### config.mk
export PLATFORM = sky130hd
export DESIGN_NAME = tcc_core
export DESIGN_NICKNAME = d
export VERILOG_FILES = /design/src/tcc_pkg.sv /design/src/tcc_core.sv
export SDC_FILE = /design/constraint.sdc
export NUM_CORES = 1
export LEC_CHECK = 0
export BUFFER_PORTS_ARGS = -buffer_cell sky130_fd_sc_hd__clkbuf_2
export CAP_MARGIN = 15
export CORE_MARGIN = 2
export CORE_UTILIZATION = 50
export DETAILED_ROUTE_END_ITERATION = 7
export PLACE_DENSITY = 0.66
export SETUP_SLACK_MARGIN = 0.5
export SYNTH_ARGS = -nofsm -noshare
export SYNTH_HDL_FRONTEND = slang
export SYNTH_SLANG_ARGS = --single-unit
export TNS_END_PERCENT = 10
### constraint.sdc
create_clock -name clk_i -period 9.1 [get_ports clk_i]
set_clock_uncertainty 0.15 [all_clocks]
set_input_delay 1.365 -clock clk_i [delete_from_list [all_inputs] [get_ports clk_i]]
set_output_delay 1.365 -clock clk_i [all_outputs]
set_load 0.005 [all_outputs]
### src/tcc_pkg.sv
// Constants and types for the thermostat control core
package tcc_pkg;

  // Timing
  localparam int CLK_KHZ = 100000;
  localparam int TICK_MS = 1000;
  localparam int TICK_CYCLES = TICK_MS * CLK_KHZ;
  localparam logic [1:0] KEY_ONOFF_S = 2'h1;
  localparam logic [1:0] KEY_PEAK_S = 2'h3;
  localparam logic [3:0] ECO_LABEL_S = 4'ha;
  localparam logic [1:0] INIT_LOAD = 2'h2;
  localparam logic [1:0] INIT_DONE = 2'h3;

  // Register byte offsets
  localparam logic [7:0] OFS_CFG = 8'h00;
  localparam logic [7:0] OFS_SETP = 8'h04;
  localparam logic [7:0] OFS_HYST = 8'h08;
  localparam logic [7:0] OFS_LIMIT = 8'h0c;
  localparam logic [7:0] OFS_DLY_A = 8'h10;
  localparam logic [7:0] OFS_DLY_B = 8'h14;
  localparam logic [7:0] OFS_DLY_C = 8'h18;
  localparam logic [7:0] OFS_STATUS = 8'h1c;
  localparam logic [7:0] OFS_PEAK = 8'h20;

  // Field positions
  localparam int CFG_IFS_LSB = 0;
  localparam int CFG_UNIT_LSB = 4;
  localparam int CFG_DIR_BIT = 6;
  localparam int CFG_KEY_LSB = 7;
  localparam int CFG_ECOV_BIT = 9;
  localparam int LO_LSB = 0;
  localparam int HI_LSB = 16;
  localparam int D0_LSB = 0;
  localparam int D1_LSB = 8;
  localparam int D2_LSB = 16;
  localparam int D3_LSB = 24;

  // Reset values
  localparam logic [31:0] CFG_RST = 32'h0000_0190;
  localparam logic [31:0] SETP_RST = 32'h0000_0000;
  localparam logic [31:0] HYST_RST = 32'h0014_0014;
  localparam logic [31:0] LIMIT_RST = 32'h01f4_fe0c;
  localparam logic [31:0] DLY_RST = 32'h0000_0000;
  localparam logic [7:0] CNT_FULL = 8'hff;

  typedef enum logic [1:0] {
    UNIT_C_1, UNIT_C_01, UNIT_F_1, UNIT_F_01
  } tcc_unit_t;

  typedef enum logic [2:0] {
    DISP_OFF, DISP_MAIN, DISP_ECO, DISP_DOOR, DISP_EXT, DISP_HOLD
  } tcc_disp_t;

  typedef struct packed {
    logic ack;
    logic [31:0] dat;
    logic [31:0] cfg, setp, hyst, limit, dly_a, dly_b, dly_c;
    logic key1_m, key1_s, key2_m, key2_s, di_m, di_s, nv_m, nv_s;
    logic [1:0] init_cnt;
    logic run_on;
    logic [31:0] pre_div;
    logic tick;
    logic [3:0] alt_cnt;
    logic [1:0] key1_cnt, key2_cnt;
    logic key1_done, key2_done;
    logic di_act;
    logic [7:0] di_cnt;
    logic eco, eco_by_door;
    logic [7:0] closed_cnt, eco_cnt, door_cnt;
    logic door_alarm, ext_alarm, demand, fault_on, out, out_led;
    logic [7:0] fault_cnt, req_cnt, off_cnt, on_cnt, hold_cnt;
    logic pk_valid;
    logic [15:0] pk_min, pk_max;
    tcc_disp_t disp;
  } tcc_state_t;

endpackage

### src/tcc_core.sv
// Thermostat on/off control core with Wishbone register slave
//
// What this block does
// - Stand-by runs no control, blanks display but stand-by lamp, eco lamp keeps its state; exit restarts.
// - After power loss, resume the ON or stand-by state stored before.
// - Key function 3 held 1 s toggles ON; input function 7 selects ON.
// - Normal and economy setpoints with own hysteresis; function 6 picks economy.
// - Automatic economy entry after entry delay following door closure.
// - Door opening leaves economy if door-based entry started it.
// - Economy ends after timeout from closure and activation; zero disables.
// - Automatic economy only with door functions 1..3; zero entry delay off.
// - Economy label steady in economy view, else shown every 10 s.
// - Normal setpoint clamped to limits; economy between normal and high.
// - Unit select encodes C/1, C/0.1, F/1, F/0.1.
// - Track min/max probe peaks; 3 s key hold restarts them from now.
// - Input actions wait the action delay; function 0 does nothing.
// - Door functions show door-open, time door alarm delay, then alarm.
// - Function 3 locks output while door open until the door alarm.
// - Function 4 external alarm only; function 5 also disables output.
// - Negative function codes act the same with inverted contact polarity.
// - On/off control: hysteresis above setpoint cooling, below heating.
// - Probe error cycles output run/stop; zero run off, zero stop on.
// - Output enabled only after start delay, min off and restart interval.
// - Startup hold keeps output off, shows hold; output lamp blinks while start delay, min off or restart interval inhibit.
// - Any protection or startup delay set to zero applies no inhibition.
`timescale 1ns/100ps
module tcc_core import tcc_pkg::*; #(
  parameter int TICK_CYC = TICK_CYCLES
) (
  // Clock and reset
  input wire logic clk_i,
  input wire logic rst_i,
  // Wishbone slave
  input wire logic wb_cyc_i,
  input wire logic wb_stb_i,
  input wire logic wb_we_i,
  input wire logic [7:0] wb_adr_i,
  input wire logic [3:0] wb_sel_i,
  input wire logic [31:0] wb_dat_i,
  output logic [31:0] wb_dat_o,
  output logic wb_ack_o,
  // Probe, same clock domain
  input wire logic [15:0] main_probe_i,
  input wire logic probe_err_i,
  // Front pins
  input wire logic key_first_i,
  input wire logic key_peak_i,
  input wire logic door_contact_i,
  // Retained run state
  input wire logic retained_on_i,
  output logic run_state_o,
  // Relay and panel
  output logic relay_o,
  output logic out_led_o,
  output logic standby_led_o,
  output logic alarm_o,
  output logic eco_o,
  output tcc_disp_t disp_sel_o,
  output tcc_unit_t unit_sel_o
);

  localparam logic [31:0] TICK_LAST = 32'(TICK_CYC - 1);

  tcc_state_t s;
  tcc_state_t n;

  function automatic logic [7:0] sat8(input logic [7:0] v);
    sat8 = (v == CNT_FULL) ? v : v + 8'h01;
  endfunction

  function automatic logic [31:0] merge(input logic [31:0] old,
                                        input logic [31:0] wd,
                                        input logic [3:0] sel);
    logic [31:0] r;
    r = old;
    for (int b = 0; b < 4; b++) begin
      if (sel[b]) begin
        r[b*8 +: 8] = wd[b*8 +: 8];
      end
    end
    merge = r;
  endfunction

  // Decoded configuration
  logic [3:0] fn_raw;
  logic fn_neg;
  logic [3:0] fn;
  logic door_fn;
  logic di_raw;
  logic [7:0] iti, eco_entry_delay, eco_timeout, door_alarm_delay;
  logic [7:0] fault_run_time, fault_stop_time;
  logic [7:0] start_delay, min_off_time, min_restart_interval, hold_time;
  logic signed [16:0] t, lo_lim, hi_lim, sp_req, spe_req;
  logic signed [16:0] sp_n, sp_e, sp_a, hy_a;
  logic active, restart, on_n, door_open, lock, want, req;
  logic hold_done, start_ok, off_ok, on_ok;
  logic [31:0] rd;

  always_comb begin
    fn_raw = s.cfg[CFG_IFS_LSB +: 4];
    fn_neg = fn_raw[3];
    fn = fn_neg ? 4'(-fn_raw) : fn_raw;
    door_fn = (fn == 4'h1) || (fn == 4'h2) || (fn == 4'h3);
    di_raw = (fn != 4'h0) && (s.di_s ^ fn_neg);
    iti = s.dly_a[D0_LSB +: 8];
    eco_entry_delay = s.dly_a[D1_LSB +: 8];
    eco_timeout = s.dly_a[D2_LSB +: 8];
    door_alarm_delay = s.dly_a[D3_LSB +: 8];
    fault_run_time = s.dly_b[D0_LSB +: 8];
    fault_stop_time = s.dly_b[D1_LSB +: 8];
    start_delay = s.dly_b[D2_LSB +: 8];
    min_off_time = s.dly_b[D3_LSB +: 8];
    min_restart_interval = s.dly_c[D0_LSB +: 8];
    hold_time = s.dly_c[D1_LSB +: 8];
    t = {main_probe_i[15], main_probe_i};
    lo_lim = {s.limit[LO_LSB + 15], s.limit[LO_LSB +: 16]};
    hi_lim = {s.limit[HI_LSB + 15], s.limit[HI_LSB +: 16]};
    sp_req = {s.setp[LO_LSB + 15], s.setp[LO_LSB +: 16]};
    spe_req = {s.setp[HI_LSB + 15], s.setp[HI_LSB +: 16]};
    // Setpoint window
    sp_n = (sp_req < lo_lim) ? lo_lim : (sp_req > hi_lim) ? hi_lim : sp_req;
    sp_e = (spe_req < sp_n) ? sp_n : (spe_req > hi_lim) ? hi_lim : spe_req;
    sp_a = s.eco ? sp_e : sp_n;
    hy_a = s.eco ? {1'b0, s.hyst[HI_LSB +: 16]} : {1'b0, s.hyst[LO_LSB +: 16]};
  end

  always_comb begin
    n = s;
    // Bus slave: ack one cycle after request, write on acked edge
    n.ack = wb_cyc_i && wb_stb_i && !s.ack;
    rd = 32'h0000_0000;
    case (wb_adr_i)
      OFS_CFG: rd = s.cfg;
      OFS_SETP: rd = s.setp;
      OFS_HYST: rd = s.hyst;
      OFS_LIMIT: rd = s.limit;
      OFS_DLY_A: rd = s.dly_a;
      OFS_DLY_B: rd = s.dly_b;
      OFS_DLY_C: rd = s.dly_c;
      OFS_STATUS: rd = {22'h0, s.fault_on, probe_err_i, !hold_done_f(s),
                        s.ext_alarm, s.door_alarm, s.di_act && door_fn,
                        s.out, s.eco, s.run_on, s.demand};
      OFS_PEAK: rd = {s.pk_max, s.pk_min};
      default: rd = 32'h0000_0000;
    endcase
    if (wb_cyc_i && wb_stb_i && !s.ack) begin
      n.dat = rd;
    end
    if (wb_cyc_i && wb_stb_i && s.ack && wb_we_i) begin
      case (wb_adr_i)
        OFS_CFG: n.cfg = merge(s.cfg, wb_dat_i, wb_sel_i);
        OFS_SETP: n.setp = merge(s.setp, wb_dat_i, wb_sel_i);
        OFS_HYST: n.hyst = merge(s.hyst, wb_dat_i, wb_sel_i);
        OFS_LIMIT: n.limit = merge(s.limit, wb_dat_i, wb_sel_i);
        OFS_DLY_A: n.dly_a = merge(s.dly_a, wb_dat_i, wb_sel_i);
        OFS_DLY_B: n.dly_b = merge(s.dly_b, wb_dat_i, wb_sel_i);
        OFS_DLY_C: n.dly_c = merge(s.dly_c, wb_dat_i, wb_sel_i);
        default: n.cfg = s.cfg;
      endcase
    end

    // Pin synchronisers
    n.key1_m = key_first_i;
    n.key1_s = s.key1_m;
    n.key2_m = key_peak_i;
    n.key2_s = s.key2_m;
    n.di_m = door_contact_i;
    n.di_s = s.di_m;
    n.nv_m = retained_on_i;
    n.nv_s = s.nv_m;

    // One-second time base
    n.tick = 1'b0;
    if (s.pre_div == TICK_LAST) begin
      n.pre_div = 32'h0000_0000;
      n.tick = 1'b1;
    end else begin
      n.pre_div = s.pre_div + 32'h0000_0001;
    end
    if (s.tick) begin
      n.alt_cnt = (s.alt_cnt == ECO_LABEL_S - 4'h1) ? 4'h0
                                                   : s.alt_cnt + 4'h1;
    end

    // Input action delay
    if (di_raw != s.di_act) begin
      if (s.di_cnt >= iti) begin
        n.di_act = di_raw;
        n.di_cnt = 8'h00;
      end else if (s.tick) begin
        n.di_cnt = sat8(s.di_cnt);
      end
    end else begin
      n.di_cnt = 8'h00;
    end

    // Run state: retained value loaded once after reset release
    on_n = s.run_on;
    restart = 1'b0;
    if (s.init_cnt != INIT_DONE) begin
      n.init_cnt = s.init_cnt + 2'h1;
    end
    if (s.init_cnt == INIT_LOAD) begin
      on_n = s.nv_s;
      restart = s.nv_s;
    end

    // First key hold
    if (s.key1_s) begin
      if (s.tick && !s.key1_done) begin
        n.key1_cnt = s.key1_cnt + 2'h1;
      end
      if (s.key1_cnt == KEY_ONOFF_S && !s.key1_done) begin
        n.key1_done = 1'b1;
        if (s.cfg[CFG_KEY_LSB +: 2] == 2'h3) begin
          on_n = !s.run_on;
        end else if (s.cfg[CFG_KEY_LSB +: 2] == 2'h2 && s.run_on) begin
          n.eco = !s.eco;
          n.eco_by_door = 1'b0;
        end
      end
    end else begin
      n.key1_cnt = 2'h0;
      n.key1_done = 1'b0;
    end
    if (fn == 4'h7 && s.init_cnt == INIT_DONE) begin
      on_n = s.di_act;
    end
    if (on_n && !s.run_on && s.init_cnt == INIT_DONE) begin
      restart = 1'b1;
    end
    n.run_on = on_n;
    active = s.run_on && (s.init_cnt == INIT_DONE);

    // Economy selection
    if (active && fn == 4'h6) begin
      n.eco = s.di_act;
      n.eco_by_door = 1'b0;
    end
    if (active && door_fn && eco_entry_delay != 8'h00) begin
      if (s.di_act) begin
        n.closed_cnt = 8'h00;
        if (s.eco_by_door) begin
          n.eco = 1'b0;
          n.eco_by_door = 1'b0;
        end
      end else if (s.tick && s.closed_cnt != CNT_FULL) begin
        n.closed_cnt = sat8(s.closed_cnt);
        if (sat8(s.closed_cnt) == eco_entry_delay && !s.eco) begin
          n.eco = 1'b1;
          n.eco_by_door = 1'b1;
          n.eco_cnt = 8'h00;
        end
      end
      if (s.eco && s.eco_by_door && !s.di_act
          && eco_timeout != 8'h00) begin
        if (s.eco_cnt >= eco_timeout) begin
          n.eco = 1'b0;
          n.eco_by_door = 1'b0;
        end else if (s.tick) begin
          n.eco_cnt = sat8(s.eco_cnt);
        end
      end
    end

    // Door and external alarms
    door_open = active && door_fn && s.di_act;
    if (door_open) begin
      if (s.door_cnt >= door_alarm_delay) begin
        n.door_alarm = 1'b1;
      end else if (s.tick) begin
        n.door_cnt = sat8(s.door_cnt);
      end
    end else begin
      n.door_cnt = 8'h00;
      n.door_alarm = 1'b0;
    end
    n.ext_alarm = active && s.di_act
                  && (fn == 4'h4 || fn == 4'h5);
    lock = (fn == 4'h3 && door_open && !s.door_alarm)
           || (fn == 4'h5 && active && s.di_act);

    // Hysteresis control
    if (!s.cfg[CFG_DIR_BIT]) begin
      if (t >= sp_a + hy_a) begin
        n.demand = 1'b1;
      end else if (t <= sp_a) begin
        n.demand = 1'b0;
      end
    end else begin
      if (t <= sp_a - hy_a) begin
        n.demand = 1'b1;
      end else if (t >= sp_a) begin
        n.demand = 1'b0;
      end
    end

    // Fault cycling on probe error
    if (probe_err_i) begin
      if (s.tick) begin
        n.fault_cnt = sat8(s.fault_cnt);
      end
      if (s.fault_on && s.fault_cnt >= fault_run_time) begin
        n.fault_on = 1'b0;
        n.fault_cnt = 8'h00;
      end else if (!s.fault_on && s.fault_cnt >= fault_stop_time) begin
        n.fault_on = 1'b1;
        n.fault_cnt = 8'h00;
      end
    end else begin
      n.fault_cnt = 8'h00;
      n.fault_on = 1'b1;
    end
    want = (fault_run_time == 8'h00) ? 1'b0
         : (fault_stop_time == 8'h00) ? 1'b1 : s.fault_on;

    // Startup hold and protection timers
    hold_done = hold_done_f(s);
    if (s.tick) begin
      n.hold_cnt = sat8(s.hold_cnt);
      n.on_cnt = sat8(s.on_cnt);
      if (!s.out) begin
        n.off_cnt = sat8(s.off_cnt);
      end
    end
    req = active && hold_done && !lock
          && (probe_err_i ? want : s.demand);
    if (!req) begin
      n.req_cnt = 8'h00;
    end else if (s.tick) begin
      n.req_cnt = sat8(s.req_cnt);
    end
    start_ok = s.req_cnt >= start_delay;
    off_ok = s.off_cnt >= min_off_time;
    on_ok = s.on_cnt >= min_restart_interval;
    n.out = s.out ? req : (req && start_ok && off_ok && on_ok);
    if (!s.out && n.out) begin
      n.on_cnt = 8'h00;
    end
    if (s.out) begin
      n.off_cnt = 8'h00;
    end
    n.out_led = s.out || (req && s.alt_cnt[0]);

    // Fresh start on power-up or leaving stand-by
    if (restart || !active) begin
      n.hold_cnt = 8'h00;
      n.req_cnt = 8'h00;
      n.off_cnt = CNT_FULL;
      n.on_cnt = CNT_FULL;
      n.out = 1'b0;
      n.out_led = 1'b0;
      n.door_cnt = 8'h00;
      n.door_alarm = 1'b0;
      n.fault_cnt = 8'h00;
      n.fault_on = 1'b1;
    end

    // Peak tracking
    if (s.key2_s) begin
      if (s.tick && !s.key2_done) begin
        n.key2_cnt = s.key2_cnt + 2'h1;
      end
      if (s.key2_cnt == KEY_PEAK_S && !s.key2_done) begin
        n.key2_done = 1'b1;
        n.pk_valid = 1'b0;
      end
    end else begin
      n.key2_cnt = 2'h0;
      n.key2_done = 1'b0;
    end
    if (!probe_err_i) begin
      if (!s.pk_valid) begin
        n.pk_valid = 1'b1;
        n.pk_min = main_probe_i;
        n.pk_max = main_probe_i;
      end else begin
        if ($signed(main_probe_i) < $signed(s.pk_min)) begin
          n.pk_min = main_probe_i;
        end
        if ($signed(main_probe_i) > $signed(s.pk_max)) begin
          n.pk_max = main_probe_i;
        end
      end
    end

    // Display selection
    if (!active) begin
      n.disp = DISP_OFF;
    end else if (!hold_done && s.alt_cnt[0]) begin
      n.disp = DISP_HOLD;
    end else if (door_open && s.alt_cnt[0]) begin
      n.disp = DISP_DOOR;
    end else if (s.ext_alarm && s.alt_cnt[0]) begin
      n.disp = DISP_EXT;
    end else if (s.eco && (s.cfg[CFG_ECOV_BIT] || s.alt_cnt == 4'h0)) begin
      n.disp = DISP_ECO;
    end else begin
      n.disp = DISP_MAIN;
    end
  end

  function automatic logic hold_done_f(input tcc_state_t st);
    hold_done_f = st.hold_cnt >= st.dly_c[D1_LSB +: 8];
  endfunction

  always_ff @(posedge clk_i) begin
    if (rst_i) begin
      s <= '0;
      s.cfg <= CFG_RST;
      s.setp <= SETP_RST;
      s.hyst <= HYST_RST;
      s.limit <= LIMIT_RST;
      s.dly_a <= DLY_RST;
      s.dly_b <= DLY_RST;
      s.dly_c <= DLY_RST;
      s.off_cnt <= CNT_FULL;
      s.on_cnt <= CNT_FULL;
      s.fault_on <= 1'b1;
      s.disp <= DISP_OFF;
    end else begin
      s <= n;
    end
  end

  assign wb_ack_o = s.ack;
  assign wb_dat_o = s.dat;
  assign run_state_o = s.run_on;
  assign relay_o = s.out;
  assign out_led_o = s.out_led;
  assign standby_led_o = !s.run_on;
  assign alarm_o = s.door_alarm || s.ext_alarm;
  assign eco_o = s.eco;
  assign disp_sel_o = s.disp;
  assign unit_sel_o = tcc_unit_t'(s.cfg[CFG_UNIT_LSB +: 2]);

endmodule // tcc_core

Word level (Yosys, flattened, before mapping)
Index checks and enable logic that the tools add are counted.

Divide/modulo/power cells: 0. Reductions and logical operators: 128. Equal/unequal tests: 42. $lt $le $gt $ge: 19. Shift-type cells: 0. $mul: 0. Bitwise operators: 14. Multiplexer cells: 65. Add/sub/neg operators: 17.

Operators by type and width (number): 32-bit case mux with 9 select lines (1); 8-bit 2-to-1 mux (13); 3-bit AND reduction (29); 17-bit 2-to-1 mux (5); 8-bit by 1-bit adder with 8-bit output, second input constant (9); 8-bit == test, second input constant (9); 8-bit greater-or-equal comparator (9); 16-bit > comparator (3); 16-bit 2-to-1 mux (3); 1-bit logical AND (44); 18-bit 2-to-1 mux (2); 16-bit by 17-bit greater-or-equal comparator with 1-bit output (2); 16-bit by 17-bit <= comparator with 1-bit output (2); 33-bit 2-to-1 mux (1); 32-bit by 1-bit adder with 32-bit output, second input constant (1); 32-bit by 27-bit == test with 1-bit output, second input constant (1); 8-bit by 5-bit == test with 1-bit output, second input constant (4); 16-bit less-than comparator (2); 32-bit 2-to-1 mux (1); 8-bit zero test (3); 24-bit 2-to-1 mux (1); 2-bit AND reduction (12); 1-bit 2-to-1 mux (22); 2-bit 2-to-1 mux (10); 37 further kinds (96).

Bits in writable memories: 0. Memory bits (read-only): 0. Memories kept: 0. Output and inout port bits: 44. Word-level logic and storage cells: 355. Bits in latches: 0. Bits in registers: 428.

Depth between registers and ports, before layout
Gate-level depths: netlist of the first run.

Word-level depth: 20. Gate-level depth with buffers: 51.

Worst setup path after synthesis of the first run
OpenSTA, ideal clock, no wires.

Kind: register to register. From: register s (netlist bit hi_lim[15]). To: register s[79] (netlist bit). Arrival: 8098 ps. Stages on the path, launching flop included: 49. Setup slack: 726 ps. Clock period less this slack: 8374 ps. Required time: 8825 ps. Cells stage by stage: dfxtp_1 -> inv_1 -> ha_1 -> nand4_1 -> or4_4 -> a221oi_2 -> a41oi_2 -> nand2_2 -> buf_1 -> clkbuf_1 -> a21oi_1 -> nor2_1 -> a21oi_1 -> ha_1 -> nand4_1 -> nor2_1 -> and4_1 -> o211ai_1 -> (+13 left out) -> maj3_1 -> a21oi_1 -> xnor2_1 -> ha_1 -> o21ai_0 -> nand2b_1 -> a21oi_1 -> nor2b_1 -> o21ai_0 -> nand2b_1 -> a221oi_1 -> o21ai_0 -> nand3_1 -> o2111ai_1 -> a21oi_1 -> nor2_1 -> o211ai_1 -> o22ai_1.

Cells in the longest elaborated chain, start to end: 10.

RTL lines: start: declaration (line tcc_core.sv:64) `tcc_state_t s;`; start signal: assignment (line tcc_core.sv:422) `s <= n;`; 16-bit > comparator (line tcc_core.sv:121) `sp_n = (sp_req < lo_lim) ? lo_lim : (sp_req > hi_lim) ? hi_lim : sp_req;`; 17-bit 2-to-1 mux (2 in a row) (line tcc_core.sv:121); 16-bit by 17-bit less-than comparator with 1-bit output (line tcc_core.sv:122) `sp_e = (spe_req < sp_n) ? sp_n : (spe_req > hi_lim) ? hi_lim : spe_req;`; 17-bit 2-to-1 mux (line tcc_core.sv:122); 17-bit 2-to-1 mux (*) (line tcc_core.sv:123) `sp_a = s.eco ? sp_e : sp_n;`; 17-bit subtractor or 17-bit adder (tied branches) (line tcc_core.sv:291, tcc_core.sv:285); 16-bit by 17-bit <= comparator with 1-bit output or 16-bit by 17-bit greater-or-equal comparator with 1-bit output (tied branches) (line tcc_core.sv:291, tcc_core.sv:285); 3-bit by 1-bit != test with 1-bit output (no source line) (tied with other cells); 2-bit AND reduction (no source line) or 1-bit 2-to-1 mux (tied branches).

Every way passes the cells marked *; elsewhere a longest branch is shown, timed or not. A chain may end at the register's enable or synchronous reset.

Worst setup path after layout of the first run
From: register s[346] (netlist bit). To: register s[79] (netlist bit).

Cells in the longest elaborated chain, start to end: 10.

RTL lines (line): 16-bit > comparator (tcc_core.sv:121); 17-bit 2-to-1 mux (tcc_core.sv:121); 17-bit 2-to-1 mux (*) (tcc_core.sv:121); 16-bit by 17-bit less-than comparator with 1-bit output (tcc_core.sv:122); 17-bit 2-to-1 mux (tcc_core.sv:122); 17-bit 2-to-1 mux (*) (tcc_core.sv:123); 17-bit subtractor or 17-bit adder (tied branches) (tcc_core.sv:291, tcc_core.sv:285); 16-bit by 17-bit <= comparator with 1-bit output or 16-bit by 17-bit greater-or-equal comparator with 1-bit output (tied branches) (tcc_core.sv:291, tcc_core.sv:285); 3-bit by 1-bit != test with 1-bit output (no source line) (tied with other cells); 2-bit AND reduction (no source line) or 1-bit 2-to-1 mux (tied branches).

Marked as above.

==> results.md, run 1 <==
- Number of global-route vias before repair: 22800
- Insertion delay to the later sink of the worst-skew pair: 0.61 ns
- DRC violations left: 0
- Cell area after placement: 27300 um2
- Starting density of the core: 50.8%
- Total Routing Usage GR: 31.8%
- Residual overflow from global routing: 0
- Placeable core region: 51600 um2
- Sequential standard cell area: 8590 um2
- Max capacitance violation total: 0
- Portion of total power attributed to sequential cells: 46.0%
- Maximum single-stage delay on the critical path: 0.48 ns
- Largest net degree at the start of global routing: 110
- Share of flip-flops with an asynchronous set or reset: 0%
- Endpoint of the worst register-to-register path: s[79]
- Number of nets in the layout: 3580
- Total routed wirelength: 87.6 mm
- Placer congestion estimate: 0.980
- PortBufs: 113
- Final period demand of the worst path: 8.48 ns
- Level count of the clock H-tree: 2
- Design internal power: 3120 uW
- Share of total power in combinational logic: 6.8%
- Highest-delay cell along the critical path: sky130_fd_sc_hd__ha_1
- Cell type with the highest occurrence count on the critical path: sky130_fd_sc_hd__ha_1
- Area of combinational cells with multiple inputs: 16500 um2
- Status: completed
- Hold Crit Class: reg -> reg
- TritonCTS Buffers: 48
- Fmax achieved: 118 MHz
- TritonCTS clock tree: built
- Most frequent standard cell in the layout excluding fill and tap cells: sky130_fd_sc_hd__dfxtp_1
- Number of DRC markers in iteration 0: 2379
- TritonRoute pass-1 iters: 7
- Seq cells post-synth: 428
- Cell accounting for the most synthesized area: sky130_fd_sc_hd__dfxtp_1
- Num ports: 114
- Tightest hold margin: 0.301 ns
- Share of post-route cells with drive strength above 1: 12.0%
- Ys Warns: 0
- Static Leak: 0.0114 uW
- Tcrit/Tclk final: 93.2%
- Average wire per cell in the routed design: 22.0 um
- Critical Path Start: s[346]
- VDD IR max: 0.128 mV
- Worst Setup Start Kind: register
- Arr. time, crit path: 8.85 ns
- Unrepaired setup endpoints after global routing: yes
- Via-to-Cell Ratio: 6.02
- Relative slew slack: 19.7%
- Antenna fix cells: 0
- Setup crit end kind: register
- Share of Yosys cell area claimed by the top area cell type: 32.7%
- Chip width: 233 um
- CP endpoint: s[79]
- Total number of clock tree sinks: 428
- Site Rows: 83
- Global-route wire length before repair: 133 mm
- Routed vias: 23900
- Power spent charging and discharging nets: 1040 uW
- Area contributors post-synth: sky130_fd_sc_hd__dfxtp_1 33%, sky130_fd_sc_hd__ha_1 12%, sky130_fd_sc_hd__mux2i_1 8.6%
- Worst Path Class, Setup: reg -> reg
- Sum of net half-perimeters after detailed placement: 66.1 mm
- Layout overhead on the synthesized area: 12.2%
- Share of total power consumed by net switching: 25.1%
- Cell at the root of the clock tree: sky130_fd_sc_hd__clkbuf_16
- Total of hold buffers inserted after clock tree synthesis: 0
- FF-to-FF path depth: 39
- Flip-flop cell with the highest count after synthesis: sky130_fd_sc_hd__dfxtp_1
- Count of different cell masters after synthesis: 83
- Maximum count of clock buffers along a single path: 3
- WP data required: 9.47 ns
- Worst hold path startpoint: n[163]
- Height of the die: 233 um
- Post-synthesis net count: 3510
- R2r setup slk: 0.62 ns
- Clock-pin slew on the worst setup and hold paths: 0.06 ns
- Final cell area excluding filler cells: 29400 um2
- Top library cells by usage in the layout, fill and taps aside: 420 x sky130_fd_sc_hd__dfxtp_1, 387 x sky130_fd_sc_hd__nor2_1, 330 x sky130_fd_sc_hd__nand2_1, 260 x sky130_fd_sc_hd__a21oi_1, 239 x sky130_fd_sc_hd__ha_1
- Overall die area: 54300 um2
- Final Hold Fails: 0
- Pin slew with the least headroom to its limit: 1.21 ns
- Cell Pwr Density: 142 nW/um2
- Startpoint of the lowest-slack register-to-register path: s[346]
- Accumulated negative setup slack: 0 ns
- Average size of a mapped cell: 8.22 um2
- Cell count after synthesis: 3190
- Worst-path fanout max: 12
- Max Transition Viols Final: 0
- Number of antenna violations at the first check in global routing: 1
- Portion of the post-synthesis area used by sequential elements: 32.7%
- Number of nets with antenna violations after routing: 0
- Post-synth EDFFs: 0
- Syn Std Cell Area: 26200 um2
- Final-report setup violation count: 0
- Number of fillers in the final layout: 4732
- Part of the power in the clock network: 47.2%
==> how the worst min path moves through the flow <==
stage | to | slack [ns] | cells past startpoint
finish | s[163] | 0.30 | 1
global route | s[163] | 0.31 | 1
CTS | s[163] | 0.30 | 1
detailed placement | s[163] | 0.28 | 1
global placement | s[163] | 0.28 | 1
floorplan | s[163] | 0.26 | 1
==> Yosys cell counts, types with 21 or more instances <==
library cell / instances
sky130_fd_sc_hd__o21ai_0: 125
sky130_fd_sc_hd__xnor2_1: 63
sky130_fd_sc_hd__dfxtp_1: 428
sky130_fd_sc_hd__nand2_1: 330
sky130_fd_sc_hd__nor2_1: 393
sky130_fd_sc_hd__nor2b_1: 50
sky130_fd_sc_hd__clkbuf_1: 105
sky130_fd_sc_hd__mux2i_1: 226
sky130_fd_sc_hd__a21oi_1: 279
sky130_fd_sc_hd__a22oi_1: 22
sky130_fd_sc_hd__nand2b_1: 47
sky130_fd_sc_hd__nand3_1: 61
sky130_fd_sc_hd__xor2_1: 61
sky130_fd_sc_hd__nor3_1: 31
sky130_fd_sc_hd__inv_1: 208
sky130_fd_sc_hd__buf_4: 37
sky130_fd_sc_hd__o211ai_1: 29
sky130_fd_sc_hd__a222oi_1: 39
sky130_fd_sc_hd__nand4_1: 45
sky130_fd_sc_hd__mux2_2: 43
sky130_fd_sc_hd__ha_1: 249
sky130_fd_sc_hd__or3_1: 21
sky130_fd_sc_hd__a21o_1: 37
==> cells by family (layout without fill, tap and decap cells) <==
group	count (synthesis)	in the layout	synth area share [%]
AND/OR/NAND/NOR	1063	1063	18.2
flip-flops	428	428	32.7
multiplexers	271	271	10.6
XOR/XNOR	124	124	4.14
adder cells (fa/ha/maj)	254	254	12.1
buffers and inverters	366	468	5.80
AO/OA/AOI/OAI	684	684	16.5
==> repair_timing <==
action / 4_1_cts / 5_1_grt
setup buffers: 3 / 20
gates resized for setup: 13 / 82
pin swaps: 11 / 50
cloned: 0 / 2
endpoints found under the setup margin: 1 / 1
==> area by class of cell <==
| type | instances | area share (%) |
|---|---|---|
| Multi-Input combinational cell | 2396 | 56.2 |
| Tap cell | 680 | 2.89 |
| Inverter | 211 | 2.73 |
| Sequential cell | 428 | 29.2 |
| Timing Repair Buffer | 175 | 3.74 |
| Clock inverter | 18 | 0.808 |
| Clock buffer | 64 | 4.50 |
==> sequential cells by signal, indices dropped and copies added (netlist names), 2 cells and up <==
| register | flops |
|---|---|
| disp_sel_o | 3 |
| door_alarm_delay | 8 |
| eco_entry_delay | 8 |
| eco_timeout | 8 |
| fault_run_time | 8 |
| fault_stop_time | 8 |
| fn_raw | 3 |
| hi_lim | 16 |
| hold_time | 8 |
| iti | 8 |
| lo_lim | 16 |
| min_off_time | 8 |
| min_restart_interval | 8 |
| n | 4 |
| s | 274 |
| unit_sel_o | 2 |
| wb_dat_o | 32 |
==> worst max-delay path: cells and delay by family, from the launching register on <==
kind | cells | cell delay, ns
simple gates | 7 | 0.92
xor+xnor | 1 | 0.17
buf+inv | 5 | 0.55
compound gates | 21 | 4.93
fa+ha+maj | 5 | 1.27
flops | 1 | 0.38
==> power groups by stage <==
stage	logic (uW)	clock network, uW	registers (uW)
floorplan	161	0	1940
global placement	262	0	1960
detailed placement	269	0	1960
CTS	271	1990	1920
global route	305	2070	1920
finish	284	1970	1920
==> layer usage <==
metal	track usage [%]	wire [um]	up-vias
li1	-	-	11300
met1	41.8	37100	11400
met2	51.7	39500	981
met3	4.88	6780	209
met4	14.1	4210	2
met5	0	18	-
==> through the flow <==
stage	worst slack (ns)	std cells	utilization, %	total power, uW
2_1_floorplan	0.726	3190	-	2100
3_3_place_gp	0.467	3864	52.8	2220
3_5_place_dp	0.0386	3864	52.8	2230
4_1_cts	0.503	3949	56.0	4170
5_1_grt	0.149	3972	57.0	4290
6_report	0.620	3972	57.0	4160
Power figures use the tool's default switching activity.
==> run 2, diff against run 1 <==
--- a/config.mk
+++ b/config.mk
@@ -10,7 +10,8 @@
 export CORE_MARGIN = 2
 export CORE_UTILIZATION = 50
 export DETAILED_ROUTE_END_ITERATION = 7
-export PLACE_DENSITY = 0.66
+export PLACE_DENSITY = 0.68
+export RECOVER_POWER = 25
 export SETUP_SLACK_MARGIN = 0.5
 export SYNTH_ARGS = -nofsm -noshare
 export SYNTH_HDL_FRONTEND = slang
==> constraint.sdc (replaced) <==
create_clock -name clk_i -period 7.6 [get_ports clk_i]
set_clock_uncertainty 0.15 [all_clocks]
set_input_delay 1.14 -clock clk_i [delete_from_list [all_inputs] [get_ports clk_i]]
set_output_delay 1.14 -clock clk_i [all_outputs]
set_load 0.005 [all_outputs]
==> run 2 against run 1 <==
  * The run now ends with design-rule violations, max-capacitance violations, max-slew violations, negative setup slack left
  * Critical path depth up 4
  * Total power grew 20%
  * Fmax rose by 1.2%
  * Via count grew 4.0%
  * First-iteration DRC count grew 7.2%
==> results.md, run 2 (synthesis results as in run 1) <==
- Total number of clock tree sinks: 428
- Final period demand of the worst path: 8.38 ns
- Global-route wire length before repair: 138 mm
- Max Transition Viols Final: 219
- Total routed wirelength: 91.4 mm
- PortBufs: 113
- Total Routing Usage GR: 33.2%
- FF-to-FF path depth: 43
- Share of total power consumed by net switching: 25.3%
- Max capacitance violation total: 3
- Static Leak: 0.0121 uW
- Largest Register: s
- Fmax achieved: 119 MHz
- TritonCTS Buffers: 48
- WP data required: 7.96 ns
- Num ports: 114
- Share of total power in combinational logic: 7.0%
- Area of combinational cells with multiple inputs: 16400 um2
- Maximum count of clock buffers along a single path: 3
- Largest net degree at the start of global routing: 108
- Height of the die: 233 um
- Startpoint of the lowest-slack register-to-register path: hi_lim[15]
- Average wire per cell in the routed design: 22.0 um
- Setup crit end kind: register
- Most frequent standard cell in the layout excluding fill and tap cells: sky130_fd_sc_hd__dfxtp_1
- Worst-path fanout max: 5
- Number of DRC markers in iteration 0: 2551
- Clock-pin slew on the worst setup and hold paths: 0.06 ns
- Hold Crit Class: reg -> reg
- Violations in the final reports: design-rule violations, max-capacitance violations, max-slew violations, negative setup slack
- Share of post-route cells with drive strength above 1: 15.1%
- Accumulated negative setup slack: -0.782 ns
- Chip width: 233 um
- TritonCTS clock tree: built
- Critical Path Start: hi_lim[15]
- Number of nets in the layout: 3759
- Sum of net half-perimeters after detailed placement: 69.6 mm
- Portion of total power attributed to sequential cells: 46.0%
- Maximum single-stage delay on the critical path: 0.53 ns
- Level count of the clock H-tree: 2
- Overall die area: 54300 um2
- Sequential standard cell area: 8580 um2
- Residual overflow from global routing: 0
- Placer congestion estimate: 1.01
- Layout overhead on the synthesized area: 16.5%
- Number of global-route vias before repair: 23600
- CP endpoint: s[79]
- Top library cells by usage in the layout, fill and taps aside: 423 x sky130_fd_sc_hd__dfxtp_1, 390 x sky130_fd_sc_hd__nor2_1, 330 x sky130_fd_sc_hd__nand2_1, 263 x sky130_fd_sc_hd__a21oi_1, 241 x sky130_fd_sc_hd__ha_1
- Pin slew with the least headroom to its limit: 4.70 ns
- Number of nets with antenna violations after routing: 0
- Status: finished with violations
- VDD IR max: 0.173 mV
- Unrepaired setup endpoints after global routing: yes
- Starting density of the core: 50.8%
- R2r setup slk: -0.78 ns
- Worst Setup Start Kind: register
- Via-to-Cell Ratio: 5.99
- Routed vias: 24900
- Worst hold path startpoint: n[167]
- Endpoint of the worst register-to-register path: s[79]
- Tightest hold margin: 0.290 ns
- Site Rows: 83
- Number of antenna violations at the first check in global routing: 2
- Flip-flop count of the largest register after layout: 274
- Final-report setup violation count: 1
- Insertion delay to the later sink of the worst-skew pair: 0.60 ns
- TritonRoute pass-1 iters: 8
- Highest-delay cell along the critical path: sky130_fd_sc_hd__or4_4
- Number of fillers in the final layout: 4676
- Post-route worst setup slack: -0.782 ns
- Power spent charging and discharging nets: 1260 uW
- Worst Path Class, Setup: reg -> reg
- Design internal power: 3720 uW
- Arr. time, crit path: 8.74 ns
- DRC violations left: 1
- Final Hold Fails: 0
- Part of the power in the clock network: 47.0%
- Cell Pwr Density: 163 nW/um2
- Placeable core region: 51600 um2
- Cell at the root of the clock tree: sky130_fd_sc_hd__clkbuf_16
- Tcrit/Tclk final: 110%
- Relative slew slack: -214%
## run 2: changes by cell type in the layout (fill, tap and decap cells not counted), sizes merged
cell / previous run / this run
buf: 61 / 239
bufinv: 4 / 3
clkinvlp: 3 / 6
diode: 0 / 1
inv: 211 / 209
nand2: 331 / 332
## run 2: through the flow
step                utilization [%]  instance area (um2)  total power, uW  setup slack, ns  instances
floorplan                         -                26400             2520           0.0401       3190
global placement               55.7                28800             2670           -0.510       4047
detailed placement             55.7                28800             2680           -0.770       4047
finish                         59.2                30600             4990           -0.782       4152
global route                   59.2                30600             5120            -1.14       4151
CTS                            59.0                30400             5000           -0.559       4138
## run 2: how the worst min path moves through the flow
stage              to  slack, ns  cells past startpoint
5_1_grt        s[167]       0.32                      1
2_1_floorplan  s[163]       0.26                      1
3_5_place_dp   s[167]       0.28                      1
4_1_cts        s[167]       0.30                      1
3_3_place_gp   s[167]       0.28                      1
6_report       s[167]       0.29                      1
## run 2: worst max-delay path: cells and delay by family (launching register included)
kind	cells	cell delay [ns]
compound gates	22	4.34
mux	1	0.27
simple gates	8	1.42
xor+xnor	1	0.09
flops	1	0.34
buf+inv	6	0.59
fa+ha+maj	5	1.08
## run 2: routing by layer
layer | GRT usage, % | up-vias | share of wire, %
met5 | 0 | - | 0.015
met4 | 16.7 | 2 | 5.8
met3 | 5.80 | 248 | 8.6
met2 | 53.6 | 1104 | 45
met1 | 42.5 | 11800 | 41
li1 | - | 11700 | -
## run 2: what timing repair did
action                                 CTS  global route
hold buffers                             0             0
buffers inserted                         8            11
gates resized for setup                 15            19
endpoints found under the hold margin    0             0
setup endpoints to repair                1             1
pin swaps                               12            23
cloned                                   1             0
## run 2: layout make-up
type	instances	share of cell area (%)
Clock buffer	64	4.39
Multi-Input combinational cell	2397	53.8
Timing Repair Buffer	353	7.70
Clock inverter	18	0.684
Tap cell	680	2.78
Inverter	211	2.60
Sequential cell	428	28.1
Antenna cell	1	0.00819
## run 2: power groups by stage
stage               combinational, uW  clock, uW  sequential (uW)
finish                            350       2340             2300
global route                      375       2450             2290
CTS                               339       2370             2290
detailed placement                336          0             2340
global placement                  327          0             2340
floorplan                         195          0             2320
